File: src/ext_fac_map.svh
// external facility register map: word addresses, field positions, storage size steps
// assumes: included by bare name from the design modules
`ifndef EXT_FAC_MAP_SVH
`define EXT_FAC_MAP_SVH
// ==========================================================================
// word addresses (six-bit external address) and the status select digit
`define ADDR_ZERO_SOURCE     6'h01
`define ADDR_FEATURE_CONFIG  6'h02
`define ADDR_SYSTEM_STATUS   6'h05
`define ADDR_MCHECK_B        6'h06
`define ADDR_MCHECK_A        6'h07
`define ADDR_PROC_MODE       6'h08
`define ADDR_BOUNDARY        6'h0A
`define ADDR_CONSOLE_SW      6'h0B
`define ADDR_PSW_CONTROL     6'h10
`define ADDR_MISC_LEVEL      6'h12
`define ADDR_INT_PENDING     6'h16
`define STATUS_DIGIT         4'hD
// ==========================================================================
// field masks, bit positions and storage size steps
`define MODE0_WMASK          8'h3F
`define INTERRUPT_MASK_A_WMASK           8'h07
`define CHANNEL_MASK_B_WMASK           8'h1F
`define EPSW_WMASK           8'h07
`define FEAT3_MASK           8'h63
`define BOUND_WMASK          16'h07FF
`define PSW_CONTROL_A_EXT_MASK_BIT   0
`define INTERRUPT_MASK_A_TIMER_BIT       7
`define INTERRUPT_MASK_A_EXTSIG_BIT      5
`define CS_STD_KB            32
`define CS_STEP_KB           2
`endif

File: src/ext_fac_pkg.sv
// types shared by the external facility bank
// assumes: encodings are written here, not taken from the map header
package ext_fac_pkg;
	typedef enum logic [1:0] {
		LOAD_SYS_RESET  = 2'b00,
		LOAD_POWER_ON   = 2'b01,
		LOAD_SUBSYSTEM  = 2'b10,
		LOAD_MULTIPROC  = 2'b11
	} load_type_t;
	typedef enum logic [1:0] {
		ACC_NONE = 2'b00,
		ACC_MAIN = 2'b01,
		ACC_CTRL = 2'b10
	} access_t;
endpackage : ext_fac_pkg

File: src/ext_fac_if.sv
// carrier between the bank and its boundary comparator
// assumes: one clock domain
`timescale 1ns/1ns
interface bound_chk_if;
	logic [15:0]                boundary;
	logic [15:0]                addr;
	ext_fac_pkg::access_t       access;
	logic                       addr_check;
	logic                       mach_check;
	modport bank (output boundary, output addr, output access, input addr_check, input mach_check);
	modport cmp  (input boundary, input addr, input access, output addr_check, output mach_check);
endinterface : bound_chk_if

File: src/boundary_compare.sv
// storage boundary comparator: flags accesses that cross the main/control line
// assumes: address and access kind come from same-clock logic
`timescale 1ns/1ns
`include "ext_fac_map.svh"
module boundary_compare (
	input wire logic clk,
	input wire logic nrst,
	bound_chk_if.cmp bc
);
	// ==========================================================================
	// compare: boundary is in 2K units of the address high bits
	wire [10:0] bnd_units = bc.boundary[10:0];
	wire [10:0] addr_units = bc.addr[15:5];
	wire        in_ctrl   = bnd_units <= addr_units;
	wire [7:0]  hi_byte   = bc.addr[15:8];
	// registered so the checks line up with the trap cycle
	always_ff @(posedge clk) begin
		if (!nrst) begin
			bc.addr_check <= 1'b0;
			bc.mach_check <= 1'b0;
		end else begin
			bc.addr_check <= (bc.access == ext_fac_pkg::ACC_MAIN) && in_ctrl;
			bc.mach_check <= (bc.access == ext_fac_pkg::ACC_CTRL) && !in_ctrl
				|| (bc.access == ext_fac_pkg::ACC_MAIN) && (bc.boundary[15:8] > hi_byte);
		end
	end
	a_main_chk: assert property (@(posedge clk) disable iff (!nrst)
		bc.access == ext_fac_pkg::ACC_MAIN && bc.boundary[10:0] <= bc.addr[15:5] |=> bc.addr_check)
		else $error("main access into control area not flagged");
	a_ctrl_chk: assert property (@(posedge clk) disable iff (!nrst)
		bc.access == ext_fac_pkg::ACC_CTRL && bc.boundary[10:0] > bc.addr[15:5] |=> bc.mach_check)
		else $error("control access into main area not flagged");
	a_idle: assert property (@(posedge clk) disable iff (!nrst)
		bc.access == ext_fac_pkg::ACC_NONE |=> !bc.addr_check && !bc.mach_check)
		else $error("check raised with no access");
	c_addr_chk: cover property (@(posedge clk) bc.addr_check);
	c_mach_chk: cover property (@(posedge clk) bc.mach_check);
endmodule : boundary_compare

File: src/external_facility_registers.sv
// external facility word bank reached by microprogram word moves
// assumes: source/destination strobes and data come from the same-clock data flow
//
// How it works
// - zero source word reads all zero data with odd parity per byte
// - feature byte reports channel count minus one in two bits
// - mode byte 0 holds stop, enable, retry, recording, threshold controls
// - mode byte 2 shows least recently used adjust table register
// - mode byte 3 shows adjust table register matching pre-address
// - switch word bytes 0..3 are switch pairs one to four
// - psw byte 2 holds timer, interrupt, external masks; byte 3 channel masks
// - pending bit is on only when source pending and mask allows, except processor stop which is unmasked
// - interrupt bytes 0 and 1 bit assignment for sources
// - external pending needs source, master mask, and timer or signal mask
// - misc byte 3 and interrupt bytes 2,3 give wired serial digits
// - boundary register is two bytes splitting main and control storage
// - boundary register sits at address 0A, readable and writable
// - control boundary moves down in 2K steps past standard 32K
// - every storage access compares boundary against address register
// - main into control raises address check; control into main machine check
// - boundary at or below address checks; above high byte machine checks
// - boundary bit 5 selects internal or external sizes by bits 6-7; the code decodes no size select, bits 10:0 are compared as one value
// - system status word sits at address 05 and shows processor conditions
// - status byte 3 is the trap level register
// - status byte 2 two-bit field encodes last reset or load type
// - zero source moved into machine check word a clears both words
// - status word selected directly by digit D in a-source field
`timescale 1ns/1ns
`include "ext_fac_map.svh"
module external_facility_registers #(
	parameter logic [7:0]  EC_LEVEL      = 8'h00,   // arbitrary value
	parameter logic [7:0]  SERIAL_HEAD   = 8'h00,   // arbitrary value
	parameter logic [15:0] SERIAL_TAIL   = 16'h0000,// arbitrary value
	parameter int          CHANNELS      = 4
) (
	// clock and reset
	input  wire logic        clk,
	input  wire logic        nrst,
	// word move access
	input  wire logic [5:0]  addr,
	input  wire logic [3:0]  a_src_digit,
	input  wire logic        a_src_direct,
	input  wire logic        src_en,
	input  wire logic        dst_en,
	input  wire logic [3:0]  byte_sel,
	input  wire logic [31:0] wdata,
	input  wire logic        src_is_zero,
	output logic      [31:0] rdata,
	output logic      [3:0]  rparity,
	// features and console
	input  wire logic [3:0]  main_size,
	input  wire logic        file_adapter,
	input  wire logic        word_buffer,
	input  wire logic [7:0]  feat3,
	input  wire logic [31:0] console_sw,
	input  wire logic [7:0]  console_file_addr,
	input  wire logic [7:0]  lru_table_index,
	input  wire logic [7:0]  table_match,
	// interrupt sources
	input  wire logic        timer_src,
	input  wire logic [5:0]  external_signal_source,
	input  wire logic [1:0]  processor_signal_source,
	input  wire logic        sys_ctrl_src,
	input  wire logic        proc_stop_src,
	input  wire logic [4:0]  channel_src,
	// processor status and traps
	input  wire logic [7:0]  status0,
	input  wire logic [7:0]  status1,
	input  wire logic [1:0]  load_type,
	input  wire logic        load_type_we,
	input  wire logic [7:0]  trap_level,
	// storage check
	input  wire logic [15:0] storage_addr,
	input  wire logic        main_access,
	input  wire logic        ctrl_access,
	output logic             addr_check,
	output logic             mach_check,
	// machine check words and mode outputs
	input  wire logic [31:0] mcheck_set,
	output logic      [31:0] mcheck_a,
	output logic      [31:0] mcheck_b,
	output logic      [5:0]  mode_ctrl,
	output logic      [15:0] boundary,
	output logic      [1:0]  pending_any
);
	// ==========================================================================
	// elaboration check
	if (CHANNELS < 1 || CHANNELS > 4) begin : g_bad_channels
		$error("channel count out of range");
	end

	function automatic logic [3:0] odd_par(input logic [31:0] w);
		odd_par = {~^w[31:24], ~^w[23:16], ~^w[15:8], ~^w[7:0]};
	endfunction : odd_par

	function automatic logic [31:0] merge(input logic [31:0] old, input logic [31:0] nw,
			input logic [3:0] be);
		merge = {be[3] ? nw[31:24] : old[31:24], be[2] ? nw[23:16] : old[23:16],
			be[1] ? nw[15:8] : old[15:8], be[0] ? nw[7:0] : old[7:0]};
	endfunction : merge

	// ==========================================================================
	// registers; byte 0 of a word is the high byte, bit 0 of a byte its lsb
	logic [7:0]  mode0_r;
	logic [7:0]  psw_control_a_r, psw_control_b_r, interrupt_mask_a_r, channel_mask_b_r;
	logic [15:0] bound_r;
	logic [1:0]  load_r;
	logic [31:0] mck_a_r, mck_b_r;

	// direct selection of the status word by digit D
	wire        sel_status = a_src_direct && (a_src_digit == `STATUS_DIGIT);
	wire [5:0]  eff_addr   = sel_status ? `ADDR_SYSTEM_STATUS : addr;
	wire        we         = dst_en && !src_en;
	wire [31:0] wval       = src_is_zero ? 32'h00000000 : wdata;

	// ==========================================================================
	// interrupt qualification
	wire        ext_master = psw_control_a_r[`PSW_CONTROL_A_EXT_MASK_BIT];
	wire        ext_pend   = ext_master && ((timer_src && interrupt_mask_a_r[`INTERRUPT_MASK_A_TIMER_BIT])
		|| ((|external_signal_source || |processor_signal_source) && interrupt_mask_a_r[`INTERRUPT_MASK_A_EXTSIG_BIT]));
	wire [7:0]  pending_bits_a = {2'b00, timer_src && ext_master && interrupt_mask_a_r[`INTERRUPT_MASK_A_TIMER_BIT],
		ext_pend, sys_ctrl_src && interrupt_mask_a_r[6],
		processor_signal_source & {2{ext_master && interrupt_mask_a_r[`INTERRUPT_MASK_A_EXTSIG_BIT]}},
		proc_stop_src};
	wire [7:0]  pending_bits_b = {channel_src & channel_mask_b_r[7:3], 3'b000};
	assign pending_any = {|pending_bits_a, |pending_bits_b};

	// ==========================================================================
	// feature configuration: channel count field
	wire [1:0]  chan_field = 2'(CHANNELS - 1);
	wire [7:0]  feat2 = {main_size, file_adapter, chan_field, word_buffer};

	// ==========================================================================
	// source words
	wire [31:0] w_feature = {16'h0000, feat2, feat3 & `FEAT3_MASK};
	wire [31:0] w_mode    = {mode0_r & `MODE0_WMASK << 2, console_file_addr,
		lru_table_index, table_match};
	wire [31:0] w_status  = {status0, status1, 4'h0, load_r, 2'b00, trap_level};
	wire [31:0] w_psw     = {psw_control_a_r, psw_control_b_r, interrupt_mask_a_r, channel_mask_b_r};
	wire [31:0] w_misc    = {2'b00, external_signal_source, 8'h00, EC_LEVEL, SERIAL_HEAD};
	wire [31:0] w_intr    = {pending_bits_a, pending_bits_b, SERIAL_TAIL};
	wire [31:0] w_bound   = {bound_r, 16'h0000};

	logic [31:0] rd_nxt;
	always_comb begin
		case (eff_addr)
			`ADDR_ZERO_SOURCE:    rd_nxt = 32'h00000000;
			`ADDR_FEATURE_CONFIG: rd_nxt = w_feature;
			`ADDR_SYSTEM_STATUS:  rd_nxt = w_status;
			`ADDR_MCHECK_B:       rd_nxt = mck_b_r;
			`ADDR_MCHECK_A:       rd_nxt = mck_a_r;
			`ADDR_PROC_MODE:      rd_nxt = w_mode;
			`ADDR_BOUNDARY:       rd_nxt = w_bound;
			`ADDR_CONSOLE_SW:     rd_nxt = console_sw;
			`ADDR_PSW_CONTROL:    rd_nxt = w_psw;
			`ADDR_MISC_LEVEL:     rd_nxt = w_misc;
			`ADDR_INT_PENDING:    rd_nxt = w_intr;
			default:              rd_nxt = 32'h00000000;
		endcase
	end

	// read data registered, parity odd per byte
	always_ff @(posedge clk) begin
		if (!nrst) begin
			rdata   <= 32'h00000000;
			rparity <= 4'hF;
		end else if (src_en) begin
			rdata   <= rd_nxt & {{8{byte_sel[3]}}, {8{byte_sel[2]}}, {8{byte_sel[1]}}, {8{byte_sel[0]}}};
			rparity <= odd_par(rd_nxt & {{8{byte_sel[3]}}, {8{byte_sel[2]}}, {8{byte_sel[1]}}, {8{byte_sel[0]}}});
		end
	end

	// ==========================================================================
	// writable words
	wire wr_mode  = we && eff_addr == `ADDR_PROC_MODE;
	wire wr_psw   = we && eff_addr == `ADDR_PSW_CONTROL;
	wire wr_bound = we && eff_addr == `ADDR_BOUNDARY;
	wire wr_machine_check_word_a  = we && eff_addr == `ADDR_MCHECK_A;
	wire wr_machine_check_word_b  = we && eff_addr == `ADDR_MCHECK_B;
	wire clr_mck  = wr_machine_check_word_a && src_is_zero;
	// boundary bytes 0,1 merged as a word first, then cut to its two bytes
	wire [31:0] bound_merged = merge({bound_r, 16'h0000}, wval, byte_sel);

	// control words; reserved positions are masked so writes never reach them
	always_ff @(posedge clk) begin
		if (!nrst) begin
			mode0_r <= 8'h00;
			psw_control_a_r <= 8'h00;
			psw_control_b_r <= 8'h00;
			interrupt_mask_a_r  <= 8'h00;
			channel_mask_b_r  <= 8'h00;
			bound_r <= 16'h0000;
		end else begin
			if (wr_mode && byte_sel[3])
				mode0_r <= wval[31:24] & (`MODE0_WMASK << 2);
			if (wr_psw && byte_sel[3])
				psw_control_a_r <= wval[31:24] & `EPSW_WMASK;
			if (wr_psw && byte_sel[2])
				psw_control_b_r <= wval[23:16] & `EPSW_WMASK;
			if (wr_psw && byte_sel[1])
				interrupt_mask_a_r  <= wval[15:8] & (`INTERRUPT_MASK_A_WMASK << 5);
			if (wr_psw && byte_sel[0])
				channel_mask_b_r  <= wval[7:0] & (`CHANNEL_MASK_B_WMASK << 3);
			if (wr_bound)
				bound_r <= bound_merged[31:16] & `BOUND_WMASK;
		end
	end

	// machine check words: hardware sets win over a move in the same cycle
	always_ff @(posedge clk) begin
		if (!nrst) begin
			mck_a_r <= 32'h00000000;
			mck_b_r <= 32'h00000000;
			load_r  <= 2'b00;
		end else begin
			if (clr_mck) begin
				mck_a_r <= mcheck_set;
				mck_b_r <= 32'h00000000;
			end else begin
				mck_a_r <= (wr_machine_check_word_a ? merge(mck_a_r, wval, byte_sel) : mck_a_r) | mcheck_set;
				mck_b_r <= wr_machine_check_word_b ? merge(mck_b_r, wval, byte_sel) : mck_b_r;
			end
			if (load_type_we)
				load_r <= load_type;
		end
	end

	assign mcheck_a  = mck_a_r;
	assign mcheck_b  = mck_b_r;
	assign mode_ctrl = mode0_r[7:2];
	assign boundary  = bound_r;

	// ==========================================================================
	// boundary comparator
	bound_chk_if bc ();
	assign bc.boundary = bound_r;
	assign bc.addr     = storage_addr;
	assign bc.access   = main_access ? ext_fac_pkg::ACC_MAIN
		: (ctrl_access ? ext_fac_pkg::ACC_CTRL : ext_fac_pkg::ACC_NONE);
	assign addr_check  = bc.addr_check;
	assign mach_check  = bc.mach_check;

	boundary_compare u_cmp (
		.clk  (clk),
		.nrst (nrst),
		.bc   (bc.cmp)
	);

	// ==========================================================================
	// assertions
	property p_zero_read;
		@(posedge clk) disable iff (!nrst)
		src_en && !sel_status && addr == `ADDR_ZERO_SOURCE |=> rdata == 32'h00000000 && rparity == 4'hF;
	endproperty
	a_zero_read: assert property (p_zero_read) else $error("zero source not zero");

	property p_mck_clear;
		@(posedge clk) disable iff (!nrst)
		clr_mck && mcheck_set == 32'h00000000 |=> mck_a_r == 32'h00000000 && mck_b_r == 32'h00000000;
	endproperty
	a_mck_clear: assert property (p_mck_clear) else $error("machine check words not cleared");

	property p_ext_qual;
		@(posedge clk) disable iff (!nrst)
		pending_bits_a[4] |-> psw_control_a_r[`PSW_CONTROL_A_EXT_MASK_BIT] && (interrupt_mask_a_r[`INTERRUPT_MASK_A_TIMER_BIT] || interrupt_mask_a_r[`INTERRUPT_MASK_A_EXTSIG_BIT]);
	endproperty
	a_ext_qual: assert property (p_ext_qual) else $error("external pending without master mask");

	property p_chan_pend;
		@(posedge clk) disable iff (!nrst)
		pending_bits_b != 8'h00 |-> (channel_src & channel_mask_b_r[7:3]) != 5'b00000;
	endproperty
	a_chan_pend: assert property (p_chan_pend) else $error("channel pending without mask");

	property p_status_direct;
		@(posedge clk) disable iff (!nrst)
		src_en && sel_status && byte_sel == 4'hF |=> rdata[7:0] == $past(trap_level);
	endproperty
	a_status_direct: assert property (p_status_direct) else $error("status word not selected by digit");

	property p_bound_rw;
		@(posedge clk) disable iff (!nrst)
		wr_bound && byte_sel[3:2] == 2'b11 && !src_en ##1 !wr_bound
			##1 src_en && !sel_status && addr == `ADDR_BOUNDARY
			&& byte_sel[3:2] == 2'b11 |=> rdata[31:16] == (16'($past(wval[31:16], 3)) & `BOUND_WMASK);
	endproperty
	a_bound_rw: assert property (p_bound_rw) else $error("boundary readback mismatch");

	property p_reserved_mode;
		@(posedge clk) disable iff (!nrst)
		mode0_r[1:0] == 2'b00;
	endproperty
	a_reserved_mode: assert property (p_reserved_mode) else $error("reserved mode bits set");

	property p_load_type;
		@(posedge clk) disable iff (!nrst)
		load_type_we |=> load_r == $past(load_type);
	endproperty
	a_load_type: assert property (p_load_type) else $error("load type not captured");

	c_bound_write: cover property (@(posedge clk) wr_bound);
	c_mck_clear:   cover property (@(posedge clk) clr_mck);
	c_ext_pend:    cover property (@(posedge clk) pending_bits_a[4]);
endmodule : external_facility_registers

File: config.mk
export PLATFORM = sky130hd
export DESIGN_NAME = external_facility_registers
export DESIGN_NICKNAME = d
export VERILOG_FILES = /design/src/ext_fac_pkg.sv /design/src/ext_fac_if.sv /design/src/boundary_compare.sv /design/src/external_facility_registers.sv
export VERILOG_INCLUDE_DIRS = /design/src
export SDC_FILE = /design/constraint.sdc
export NUM_CORES = 1
export LEC_CHECK = 0
export BUFFER_PORTS_ARGS = -buffer_cell sky130_fd_sc_hd__buf_2
export CORE_MARGIN = 2
export CORE_UTILIZATION = 35
export CTS_BUF_LIST = sky130_fd_sc_hd__clkbuf_8
export CTS_CLUSTER_SIZE = 14
export DETAILED_ROUTE_END_ITERATION = 7
export GPL_TIMING_DRIVEN = 0
export PLACE_DENSITY = 0.7
export SYNTH_ARGS = -nofsm -noshare
export SYNTH_HDL_FRONTEND = slang
export SYNTH_SLANG_ARGS = --single-unit
File: constraint.sdc
create_clock -name clk -period 4.1 [get_ports clk]
set_clock_uncertainty 0.05 [all_clocks]
set_input_delay 0.82 -clock clk [delete_from_list [all_inputs] [get_ports clk]]
set_output_delay 0.82 -clock clk [all_outputs]
set_load 0.05 [all_outputs]
==> summary by stage <==
Floorplan
In this run the core area contains 54 standard-cell rows. In this run the count of I/O pins placed on the die edge is 341. The die area is 0.0235 mm2. The starting density of the core is 0.357. In this run the horizontal extent of the chip is 153 um.

The height of the die is 153 um. The floorplan step defined a core boundary enclosing 0.0218 mm2.

Cells and area
The area growth from synthesis to layout is 31.0%. The final-stage net count is 1518. The fraction of final layout cells with drive strength greater than 1 is 0.312. Once layout is done, the placed cells without fillers occupy 0.0102 mm2.

The number of fill cells in the layout is 2262.

Global route
For this run the aggregate overflow at the end of global routing stands at 0. The initial antenna violation count is 3. The global-route track usage on met3 is 0.0615. The met1 layer usage reported by global route is 0.416. Entering global routing, the biggest net connects 17 pins. The routing layer with the top usage in global route is met2. In the global route stage, met2 resource usage came out at 0.476. The combined global-route utilization of all metal layers is 0.305.

The number of global-route vias before repair is 8564. The first-pass GRT wire length is 53800 um.

Worst hold path
The min-delay analysis places its worst path in the category reg -> reg. The worst hold path begins at rdata[25]. The destination of the worst hold path is rdata[25]. The number of cells traversed by the worst hold path is 2.

Drt
The wire length per cell is 23.5 um. The detail route stage leaves a number of antenna-violating nets equal to 0. The total length of routed wires is 37200 um.

In this run, the number of DRC markers left after iteration 0 of detailed routing was 951. After detailed routing, the number of remaining DRC violations is 0. The mean number of vias per cell is 5.75. Detailed routing inserted a total of 9108 vias. The first detailed-routing pass ran for 7 iterations.

Synthesis
The dominant cell by count in the synthesized netlist is sky130_fd_sc_hd__dfxtp_1. The proportion of synthesized flip-flops having asynchronous set or reset is 0. The count of state elements after synthesis is 135. The share of synthesized cell area in and, or, nand and nor gates is 0.241. The synthesized-area fraction occupied by adder cells is 0.0225. By area the synthesized netlist is led by sky130_fd_sc_hd__dfxtp_1 (35%), sky130_fd_sc_hd__mux2i_1 (6.6%), sky130_fd_sc_hd__nor2_1 (6.1%).

The area fraction in compound gates after synthesis was 0.227. The total standard cell area after synthesis is 0.00779 mm2. The number of different library cells used by synthesis comes to 64. Yosys printed 0 warnings. The main combinational cell family by area after synthesis is simple AND/OR/NAND/NOR gates.

The sequential area share after synthesis is 0.347. The commonest cells after synthesis are sky130_fd_sc_hd__dfxtp_1 (135), sky130_fd_sc_hd__nor2_1 (126), sky130_fd_sc_hd__a21oi_1 (92), sky130_fd_sc_hd__nand2_1 (71), sky130_fd_sc_hd__mux2i_1 (51). The xor-xnor portion of the synthesized cell area is 0.0344.

In this run the mean area of a mapped cell was 8.24 um2. The portion of synthesized area spent on multiplexers is 0.0670. The number of flops mapped to enable cells by yosys is 0. The area share of the largest cell type after synthesis is 0.347. Of all cell types, the one taking the most synthesized area is sky130_fd_sc_hd__dfxtp_1. The most used flip-flop cell after synthesis is sky130_fd_sc_hd__dfxtp_1. Counting every instance in the synthesized netlist gives 945.

Clock tree
TritonCTS built the clock tree. Buffers inserted during clock tree synthesis total 17. Clock latency on the worst-skew pair, taken at its later pin, is 0.47 ns. After clock tree synthesis, the flow added hold-fix buffers numbering 0. The post-cts resize count is 0. The buffer cell driving the clock tree root is sky130_fd_sc_hd__clkbuf_8.

The worst-case clock buffer depth is 2. The buffer count from post-CTS setup fixing is 0. The count of clock tree sinks is 135. The number of H-tree branching levels is 4. After clock tree synthesis, the clock-pin slew on the worst setup and hold paths is 0.08 ns.

Timing
In the finished design, the share of the clock period the worst path needs comes to 0.866. The worst pin sits at a relative slew slack of 0.111. Setup violations remaining at the end of the flow were counted as 0.

Setup repair after global routing left no endpoint under its margin. Derived from the worst setup path, the maximum achievable clock frequency is 0.282 GHz. Summed over all failing endpoints, the final setup total negative slack is 0 ns.

The final number of max-transition violations is 0. The pin slew with the least headroom to its limit is 1.33 ns. The final critical delay including setup and external delays is 3.55 ns.

The count of final hold-check violations was 0.

Placed design
During placement, the flow inserted port buffers numbering 321. The weighted congestion at the end of routability-driven global placement is 0.956. Summing all placed instances gives a cell area of 0.00976 mm2.

The HPWL after detailed placement is 29700 um.

Job
The number of max-capacitance violations reported is 0.

Worst setup path
The critical path is of the in -> reg type. The data required time of the worst path is 4.37 ns. The reg-to-reg startpoint is psw_control_a_r[0].

The category of the worst setup path capture point is a register. In this run the worst path has a maximum fanout of 10. The endpoint of the most critical register-to-register path is rparity[3]. The worst register-to-register path has a setup slack of 1.69 ns. Measured in cells, the most critical reg-to-reg path has a length of 8.

Data on the critical path arrives at its endpoint at 3.83 ns. The worst setup path is launched from an input port.

Power
After layout, the design draws a total of 3.19 mW. In this run the static leakage power is 4.38 nW. The total power density per cell area is 313 mW/mm2. VDD sags by at most 0.200 mV.

Outcome
The run finished with clean final reports.
-- layout by cell type (no fill, tap or decap), drive strengths merged, types with 28 or more instances in the layout --
| cell | netlist | final |
|---|---|---|
| nand2 | 71 | 71 |
| nand3 | 52 | 52 |
| nor2b | 29 | 29 |
| a222oi | 29 | 29 |
| nand2b | 28 | 28 |
| nor2 | 126 | 126 |
| mux2i | 51 | 51 |
| a22oi | 34 | 34 |
| buf | 41 | 362 |
| dfxtp | 135 | 135 |
| a211oi | 41 | 41 |
| clkbuf | 37 | 54 |
| a21oi | 92 | 92 |
-- worst max-delay path: stages --
cell,delay [ns]
sky130_fd_sc_hd__buf_2,0.12
sky130_fd_sc_hd__buf_2,0.23
sky130_fd_sc_hd__nand3b_1,0.28
sky130_fd_sc_hd__a211oi_4,0.73
sky130_fd_sc_hd__buf_6,0.29
sky130_fd_sc_hd__and2_1,0.14
sky130_fd_sc_hd__buf_2,0.22
sky130_fd_sc_hd__nand2_1,0.10
sky130_fd_sc_hd__nand2_1,0.22
sky130_fd_sc_hd__buf_1,0.53
sky130_fd_sc_hd__nor2_1,0.13
-- worst max-delay path by stage --
stage | from | end | slack, ns | cells after the start
final | addr[1] | mcheck_b[23] | 0.55 | 11
after global routing | addr[1] | mcheck_b[23] | 0.38 | 11
after CTS | addr[1] | mcheck_b[23] | 0.62 | 11
after detailed placement | addr[1] | mcheck_b[23] | 0.16 | 11
after global placement | addr[0] | rparity[0] | 0.19 | 10
after floorplan | addr[2] | rparity[3] | 1.04 | 9
-- through the flow --
step | hold WS (ns) | util | setup slack [ns] | instances
5_1_grt | 0.431 | 0.467 | 0.375 | 1584
4_1_cts | 0.413 | 0.467 | 0.620 | 1582
2_1_floorplan | 0.409 | - | 1.04 | 949
3_5_place_dp | 0.400 | 0.447 | 0.161 | 1550
6_report | 0.412 | 0.467 | 0.548 | 1585
3_3_place_gp | 0.397 | 0.447 | 0.191 | 1550
-- registers in the layout, indices dropped and copies added, names as in the netlist --
| register | flops |
|---|---|
| mcheck_a | 32 |
| mcheck_b | 32 |
| rdata | 32 |
| boundary | 11 |
| mode0_r | 6 |
| channel_mask_b_r | 5 |
| rparity | 4 |
| interrupt_mask_a_r | 3 |
| psw_control_a_r | 3 |
| psw_control_b_r | 3 |
| load_r | 2 |
| u_cmp.bc.addr_check | 1 |
| u_cmp.bc.mach_check | 1 |
-- layer usage --
metal / vias up / wire [um]
li1: 4118 / -
met1: 4346 / 16000
met2: 557 / 16500
met3: 87 / 3390
met4: 0 / 1320
met5: - / 0
-- final cells by class --
type                       instances  area (um2)  share of cell area
buffer                            78         403              0.0395
tap                              280         350              0.0343
antenna                            3        7.51            0.000736
clock buffer                      17         234              0.0229
clock inverter                    15         201              0.0197
inverter                          17        63.8             0.00625
timing repair buffer             321        1610               0.157
sequential                       135        2700               0.265
multi-input combinational        719        4630               0.454
-- power by group --
part           leakage [nW]  switching, mW  internal, mW
combinational          3.06          0.355         0.186
clock                 0.218          0.612         0.668
sequential             1.10         0.0341          1.34
-- cells by family after synthesis --
kind of cell / count (synthesis)
simple gates: 377
buf+inv: 95
fa+ha+maj: 14
flops: 135
compound gates: 246
other cells: 1
xor+xnor: 25
mux: 52
Power figures use the tool's default switching activity.
